$ cat src/rtl/chan_div_pkg.sv
package chan_div_pkg;
	localparam int          ADDR_W             = 10;
	localparam int          DATA_W             = 8;
	localparam int          NUM_CH             = 2;
	localparam logic [9:0]  CH3_RATIO_ADDR     = 10'h018;
	localparam logic [9:0]  CH3_DRIVER_ADDR    = 10'h019;
	localparam logic [9:0]  CH4_RATIO_ADDR     = 10'h01A;
	localparam logic [9:0]  CH4_DRIVER_ADDR    = 10'h01B;
	localparam logic [9:0]  UPDATE_ADDR        = 10'h00F;
	localparam logic [7:0]  RATIO_RESET        = 8'h01;
	localparam logic [7:0]  RATIO_OFF          = 8'h00;
	localparam logic [7:0]  DRIVER_RESET       = 8'h24;
	localparam logic [7:0]  DRIVER_RW_MASK     = 8'h3E;
	localparam logic [7:0]  UPDATE_GO          = 8'h01;
	localparam int          SWING_HI           = 5;
	localparam int          SWING_LO           = 4;
	localparam int          TERM_BIT           = 3;
	localparam int          REG_BIT            = 2;
	localparam int          OUT_BIT            = 1;
	localparam int          CLEAR_BIT          = 0;
endpackage

$ cat src/rtl/ratio_link_if.sv
`timescale 1ns/10ps
interface ratio_link_if;
	logic [7:0] ratio;
	logic       clear;
	logic       clk_div;
	modport ctrl (output ratio, output clear, input clk_div);
	modport div  (input ratio, input clear, output clk_div);
endinterface

$ cat src/rtl/output_channel_divider_ctrl.sv
`timescale 1ns/10ps
// Function
// A ratio N from 1 to 255 makes the channel divider divide its clock by N; at N of one the code drives a constant high instead of a clock.
// A ratio of zero stops the channel divider so no divided clock appears.
// Each ratio register resets to one and reads back what software wrote.
// Writing one to bit 0 of a driver register clears that divider and the bit self-clears.
// The divider clear acts at the write itself without waiting for the update strobe.
// Software must write zeros into bits 7 and 6 of the driver registers.
// Bits 5:4 select the swing code, lowest 00 to highest 11, reset 10.
// Bit 3 turns the output termination on, reset zero.
// Bit 2 enables the regulator with reset one, bit 1 enables the output with reset zero.
// The fourth channel driver register matches the third in layout, defaults and clear behaviour.
// Ratio and driver settings are staged and applied only on the update strobe.
module output_channel_divider_ctrl
	import chan_div_pkg::*;
(
	input  wire logic              clk_sys_in,
	input  wire logic              rst_n_in,
	input  wire logic [ADDR_W-1:0] addr_in,
	input  wire logic [DATA_W-1:0] wdata_in,
	input  wire logic              wr_in,
	input  wire logic              rd_in,
	output logic      [DATA_W-1:0] rdata_out,
	output logic      [1:0]        ch3_swing_code_out,
	output logic                   ch3_termination_on_out,
	output logic                   ch3_regulator_on_out,
	output logic                   ch3_output_on_out,
	output logic                   ch3_clk_out,
	output logic      [1:0]        ch4_swing_code_out,
	output logic                   ch4_termination_on_out,
	output logic                   ch4_regulator_on_out,
	output logic                   ch4_output_on_out,
	output logic                   ch4_clk_out
);
	logic [7:0] ch3_ratio_stage;
	logic [7:0] ch4_ratio_stage;
	logic [7:0] ch3_driver_settings;
	logic [7:0] ch4_driver_settings;
	logic [7:0] ch3_ratio;
	logic [7:0] ch4_ratio;
	logic [7:0] ch3_driver_live;
	logic [7:0] ch4_driver_live;
	logic       ch3_ratio_counter_clear;
	logic       ch4_ratio_counter_clear;
	logic       wr_ch3_ratio;
	logic       wr_ch4_ratio;
	logic       wr_ch3_drv;
	logic       wr_ch4_drv;
	logic       wr_update;
	logic [7:0] rd_mux;
	logic [7:0] wdata_masked;

	ratio_link_if ch3_link ();
	ratio_link_if ch4_link ();

	assign wr_ch3_ratio = wr_in && (addr_in == CH3_RATIO_ADDR);
	assign wr_ch4_ratio = wr_in && (addr_in == CH4_RATIO_ADDR);
	assign wr_ch3_drv   = wr_in && (addr_in == CH3_DRIVER_ADDR);
	assign wr_ch4_drv   = wr_in && (addr_in == CH4_DRIVER_ADDR);
	assign wr_update    = wr_in && (addr_in == UPDATE_ADDR) && ((wdata_in & UPDATE_GO) != 8'h00);
	// Reserved and clear bits are not stored, so they read as zero
	assign wdata_masked = wdata_in & DRIVER_RW_MASK;

	assign rd_mux = (addr_in == CH3_RATIO_ADDR)  ? ch3_ratio_stage :
	                (addr_in == CH4_RATIO_ADDR)  ? ch4_ratio_stage :
	                (addr_in == CH3_DRIVER_ADDR) ? ch3_driver_settings :
	                (addr_in == CH4_DRIVER_ADDR) ? ch4_driver_settings : 8'h00;

	// Staging registers written by software
	always_ff @(posedge clk_sys_in or negedge rst_n_in) begin
		if (!rst_n_in) begin
			ch3_ratio_stage     <= RATIO_RESET;
			ch4_ratio_stage     <= RATIO_RESET;
			ch3_driver_settings <= DRIVER_RESET;
			ch4_driver_settings <= DRIVER_RESET;
		end else begin
			if (wr_ch3_ratio)
				ch3_ratio_stage <= wdata_in;
			if (wr_ch4_ratio)
				ch4_ratio_stage <= wdata_in;
			if (wr_ch3_drv)
				ch3_driver_settings <= wdata_masked;
			if (wr_ch4_drv)
				ch4_driver_settings <= wdata_masked;
		end
	end

	// Active copies, loaded only by the update strobe
	always_ff @(posedge clk_sys_in or negedge rst_n_in) begin
		if (!rst_n_in) begin
			ch3_ratio       <= RATIO_RESET;
			ch4_ratio       <= RATIO_RESET;
			ch3_driver_live <= DRIVER_RESET;
			ch4_driver_live <= DRIVER_RESET;
		end else if (wr_update) begin
			ch3_ratio       <= ch3_ratio_stage;
			ch4_ratio       <= ch4_ratio_stage;
			ch3_driver_live <= ch3_driver_settings;
			ch4_driver_live <= ch4_driver_settings;
		end
	end

	// One-cycle divider clear straight from the write
	always_ff @(posedge clk_sys_in or negedge rst_n_in) begin
		if (!rst_n_in) begin
			ch3_ratio_counter_clear <= 1'b0;
			ch4_ratio_counter_clear <= 1'b0;
			rdata_out               <= 8'h00;
		end else begin
			ch3_ratio_counter_clear <= wr_ch3_drv && wdata_in[CLEAR_BIT];
			ch4_ratio_counter_clear <= wr_ch4_drv && wdata_in[CLEAR_BIT];
			rdata_out               <= rd_in ? rd_mux : 8'h00;
		end
	end

	assign ch3_link.ratio = ch3_ratio;
	assign ch3_link.clear = ch3_ratio_counter_clear;
	assign ch4_link.ratio = ch4_ratio;
	assign ch4_link.clear = ch4_ratio_counter_clear;

	ratio_divider u_ch3_div (
		.clk_sys_in (clk_sys_in),
		.rst_n_in   (rst_n_in),
		.link       (ch3_link.div)
	);
	ratio_divider u_ch4_div (
		.clk_sys_in (clk_sys_in),
		.rst_n_in   (rst_n_in),
		.link       (ch4_link.div)
	);

	assign ch3_clk_out = ch3_link.clk_div;
	assign ch4_clk_out = ch4_link.clk_div;

	assign ch3_swing_code_out     = ch3_driver_live[SWING_HI:SWING_LO];
	assign ch3_termination_on_out = ch3_driver_live[TERM_BIT];
	assign ch3_regulator_on_out   = ch3_driver_live[REG_BIT];
	assign ch3_output_on_out      = ch3_driver_live[OUT_BIT];
	assign ch4_swing_code_out     = ch4_driver_live[SWING_HI:SWING_LO];
	assign ch4_termination_on_out = ch4_driver_live[TERM_BIT];
	assign ch4_regulator_on_out   = ch4_driver_live[REG_BIT];
	assign ch4_output_on_out      = ch4_driver_live[OUT_BIT];
endmodule

$ cat src/rtl/ratio_divider.sv
`timescale 1ns/10ps
module ratio_divider
	import chan_div_pkg::*;
(
	input  wire logic    clk_sys_in,
	input  wire logic    rst_n_in,
	ratio_link_if.div    link
);
	logic [7:0] count;
	logic [7:0] next_count;
	logic       half;
	logic       next_half;
	logic       running;
	logic [7:0] half_point;
	logic       pulse;
	assign running    = (link.ratio != RATIO_OFF);
	assign half_point = {1'b0, link.ratio[7:1]};
	// A ratio lowered below the running count must wrap at once, not after 256 cycles
	assign next_count = (!running || link.clear || count >= link.ratio - 8'h01) ? 8'h00 : count + 8'h01;
	assign next_half  = running && !link.clear && (count < half_point);
	assign pulse      = (link.ratio == RATIO_RESET) ? 1'b1 : half;
	// Divide-by-one passes a constant-high enable rather than a real clock copy
	assign link.clk_div = running && !link.clear && pulse;
	always_ff @(posedge clk_sys_in or negedge rst_n_in) begin
		if (!rst_n_in) begin
			count <= 8'h00;
			half  <= 1'b0;
		end else begin
			count <= next_count;
			half  <= next_half;
		end
	end
endmodule

$ cat config.mk
export PLATFORM = sky130hd
export DESIGN_NAME = output_channel_divider_ctrl
export DESIGN_NICKNAME = d
export VERILOG_FILES = /design/src/rtl/chan_div_pkg.sv /design/src/rtl/ratio_link_if.sv /design/src/rtl/output_channel_divider_ctrl.sv /design/src/rtl/ratio_divider.sv
export SDC_FILE = /design/constraint.sdc
export NUM_CORES = 1
export LEC_CHECK = 0
export BUFFER_PORTS_ARGS = -buffer_cell sky130_fd_sc_hd__buf_4
export CORE_MARGIN = 5
export CORE_UTILIZATION = 35
export CTS_BUF_LIST = sky130_fd_sc_hd__clkbuf_4
export DETAILED_ROUTE_END_ITERATION = 6
export SKIP_CTS_REPAIR_TIMING = 1
export SYNTH_ARGS = -nofsm -noshare
export SYNTH_HDL_FRONTEND = slang
export SYNTH_SLANG_ARGS = --single-unit
$ cat constraint.sdc
create_clock -name clk_sys_in -period 3.2 [get_ports clk_sys_in]
set_clock_uncertainty 0.05 [all_clocks]
set_input_delay 0.64 -clock clk_sys_in [delete_from_list [all_inputs] [get_ports clk_sys_in]]
set_output_delay 0.64 -clock clk_sys_in [all_outputs]
set_load 0.005 [all_outputs]
==> out/results.txt <==
status = finished clean
number of enable flip-flop cells after synthesis = 0
WP data required = 3.44 ns
Clk Latency, worst-skew pair = 0.43 ns
Syn Inst Count = 352
critical path class = reg2reg
worst hold path type = in2async
Sw Ratio = 25.1%
Worst slew margin = 32.4%
Via density = 5.10
flop2flop setup slack = 0.42 ns
Hold Vio Cnt, Final = 0
Syn Area/Cell = 12.0 sq um
Clock Power Share = 36.5%
Iteration-0 DRC Markers = 79
H-tree depth = 3
CP endpoint kind = register
DRT antenna net count = 0
clock buffer depth = 2
routed wl met2 = 3810 microns
power density over cell area = 358 nW/um^2
Lkg Pwr = 2.37 nW
CTS Buf Count = 9
Seq pwr share = 59.1%
post-place setup slack = 0.411 ns
final worst setup slack = 0.421 ns
Port Buffers = 41
die width = 120 microns
Net Sw Power = 0.434 mW
Worst Setup Start Kind = register
final period utilization = 86.8%
final core utilization = 40.5%
# DRC = 0
clock sinks = 80
fin nets = 455
internal power = 1.29 mW
initial antenna violation count = 0
area grow syn2layout = 14.2%
post-synthesis sequential area ratio = 47.7%
# setup viols final = 0
ys async rst share = 100%
setup TNS = 0 ns
Top-Level Pins = 42
Die Span Y = 120 microns
clock-pin slew on the worst setup and hold paths = 0.13 ns
Yosys reg bits = 80
maximum vdd drop = 0.187 mV
met1 wire length = 4390 microns
Slew @ Worst Pin = 1.01 ns
Max-cap violations = 0
routed wire length = 8640 microns
met3 WL post-DR = 332 microns
CP max-delay cell = nor4_1
crit path DAT = 3.02 ns
first-pass GRT wire length = 14900 microns
Core Area = 11900 sq um
DP Wirelength = 6480 microns
Ys Warns = 0
Total Die Area = 14400 sq um
dpl cells = 533
Most used DFF post-synth = dfrtp_1
vias in the first global route = 2940
fin cells = 549
GP Congestion = 0.827
sequence of cells on the critical path = nor4_1 > nand4_1 > xnor2_1 > ha_1 > nand2_1 > a211o_1 > o211ai_1 > nor2_1
Avg WL per Cell = 15.7 microns
root buffer cell = clkbuf_4
minimum clock period = 2.78 ns
via count = 2800
largest net degree at the start of global routing = 81
Post-Syn Nets = 410
Antenna diodes = 0
Synth Cell Area = 4230 sq um
Netlist cell types = 41
max-slew violation count = 0
CP peak stage delay = 0.56 ns
Max Used Layer = met4
TritonCTS clock tree = done
share of layout cells above drive strength 1 = 31.3%
crit path max fanout = 8
combinational share of power = 4.3%
global route overflow = 0
drt pass-1 iters = 4
Max Freq = 0.360 GHz
# rows = 40
RSZ-0062 raised after global routing = no
starting density of the core = 35.5%
GRT Util Overall = 12.8%
[worst paths after layout]
check                                     endpoint  cells past startpoint                from
worst max-delay path            u_ch4_div.count[3]                      8   ch4_link.ratio[2]
worst min register to register  ch4_driver_live[3]                      1  ch4_driver_live[3]
worst max register to register  u_ch4_div.count[3]                      8   ch4_link.ratio[2]
min in group clk_sys_in         ch4_ratio_stage[7]                      2         wdata_in[7]
max in group asynchronous       u_ch3_div.count[3]                      1            rst_n_in
worst min-delay path            u_ch4_div.count[5]                      1            rst_n_in
[synth_stat cells (all sizes together) (3+ instances only)]
cell    instances  share of area, %
o2111a          7               1.9
nor3            5              0.59
dfstp          12               7.5
nand3          13               1.7
nor2           26               2.3
a21o            5              0.89
xor2           10               2.1
dfrtp          68                40
ha             36                11
and4            3              0.62
and3           10               1.5
buf             6               1.0
nand2b          5              0.74
mux2           52                14
a211o           3              0.62
inv            22               2.0
a21oi           9               1.1
xnor2          14               2.9
mux2i           8               1.9
nor4            3              0.80
clkbuf          3              0.27
a41oi           3              0.62
nand2           9              0.80
[registers in the layout, indices dropped and copies added (netlist names), 8 cells and up]
| name | count |
|---|---|
| ch4_ratio_stage | 8 |
| u_ch4_div.count | 8 |
| rdata_out | 8 |
| ch3_ratio_stage | 8 |
| ch4_link.ratio | 8 |
| ch3_link.ratio | 8 |
| u_ch3_div.count | 8 |
[critical path, delay by kind of cell (launching register included)]
| kind | cells | cell delay [ns] |
|---|---|---|
| adder cells (fa/ha/maj) | 1 | 0.29 |
| AND/OR/NAND/NOR | 4 | 0.95 |
| XOR/XNOR | 1 | 0.17 |
| AO/OA/AOI/OAI | 2 | 0.75 |
| flip-flops | 1 | 0.45 |
[through the flow]
stage	hold slack [ns]	cell area, sq um	total power [mW]
after floorplan	0.294	4230	1.06
after global placement	0.431	4680	1.12
after detailed placement	0.447	4680	1.12
after CTS	0.312	4830	1.76
after global routing	0.349	4830	1.81
final	0.303	4830	1.73
[cell type report]
type                       instances  area (sq um)
fill                            1150          7080
multi-input combinational        241          2080
sequential                        80          2020
timing repair buffer              43           323
tap                              147           184
inverter                          22          82.6
clock inverter                     7          78.8
clock buffer                       9          67.6
[cell usage in the layout (no fill, tap or decap), types with 10 or more instances in the layout]
master	Yosys	layout
and3_1	10	10
nand3_1	12	12
ha_1	36	36
xnor2_1	14	14
inv_1	22	22
dfrtp_1	68	68
nor2_1	26	26
mux2_2	51	51
xor2_1	10	10
buf_4	0	43
dfstp_2	12	12
[cells by family after synthesis]
logic type / count (synthesis) / share of synthesized area, %
AO/OA/AOI/OAI: 38 / 7.07
flip-flops: 80 / 47.7
buffers and inverters: 31 / 3.22
XOR/XNOR: 24 / 4.97
adder cells (fa/ha/maj): 36 / 10.6
multiplexers: 60 / 15.7
AND/OR/NAND/NOR: 83 / 10.7
[power by group through the flow]
stage | sequential, mW | combinational, mW | clock, mW
after floorplan | 1.04 | 0.0225 | 0
after global placement | 1.04 | 0.0756 | 0
after detailed placement | 1.04 | 0.0770 | 0
after CTS | 1.02 | 0.0770 | 0.663
after global routing | 1.02 | 0.0835 | 0.704
final | 1.02 | 0.0749 | 0.631
[routing by layer]
layer / global-route usage [%] / up-vias
met4: 4.44 / 0
li1: - / 1356
met5: 0 / -
met2: 19.1 / 49
met1: 18.1 / 1387
met3: 3.25 / 8
No activity file was read; power rests on OpenSTA's default activity.
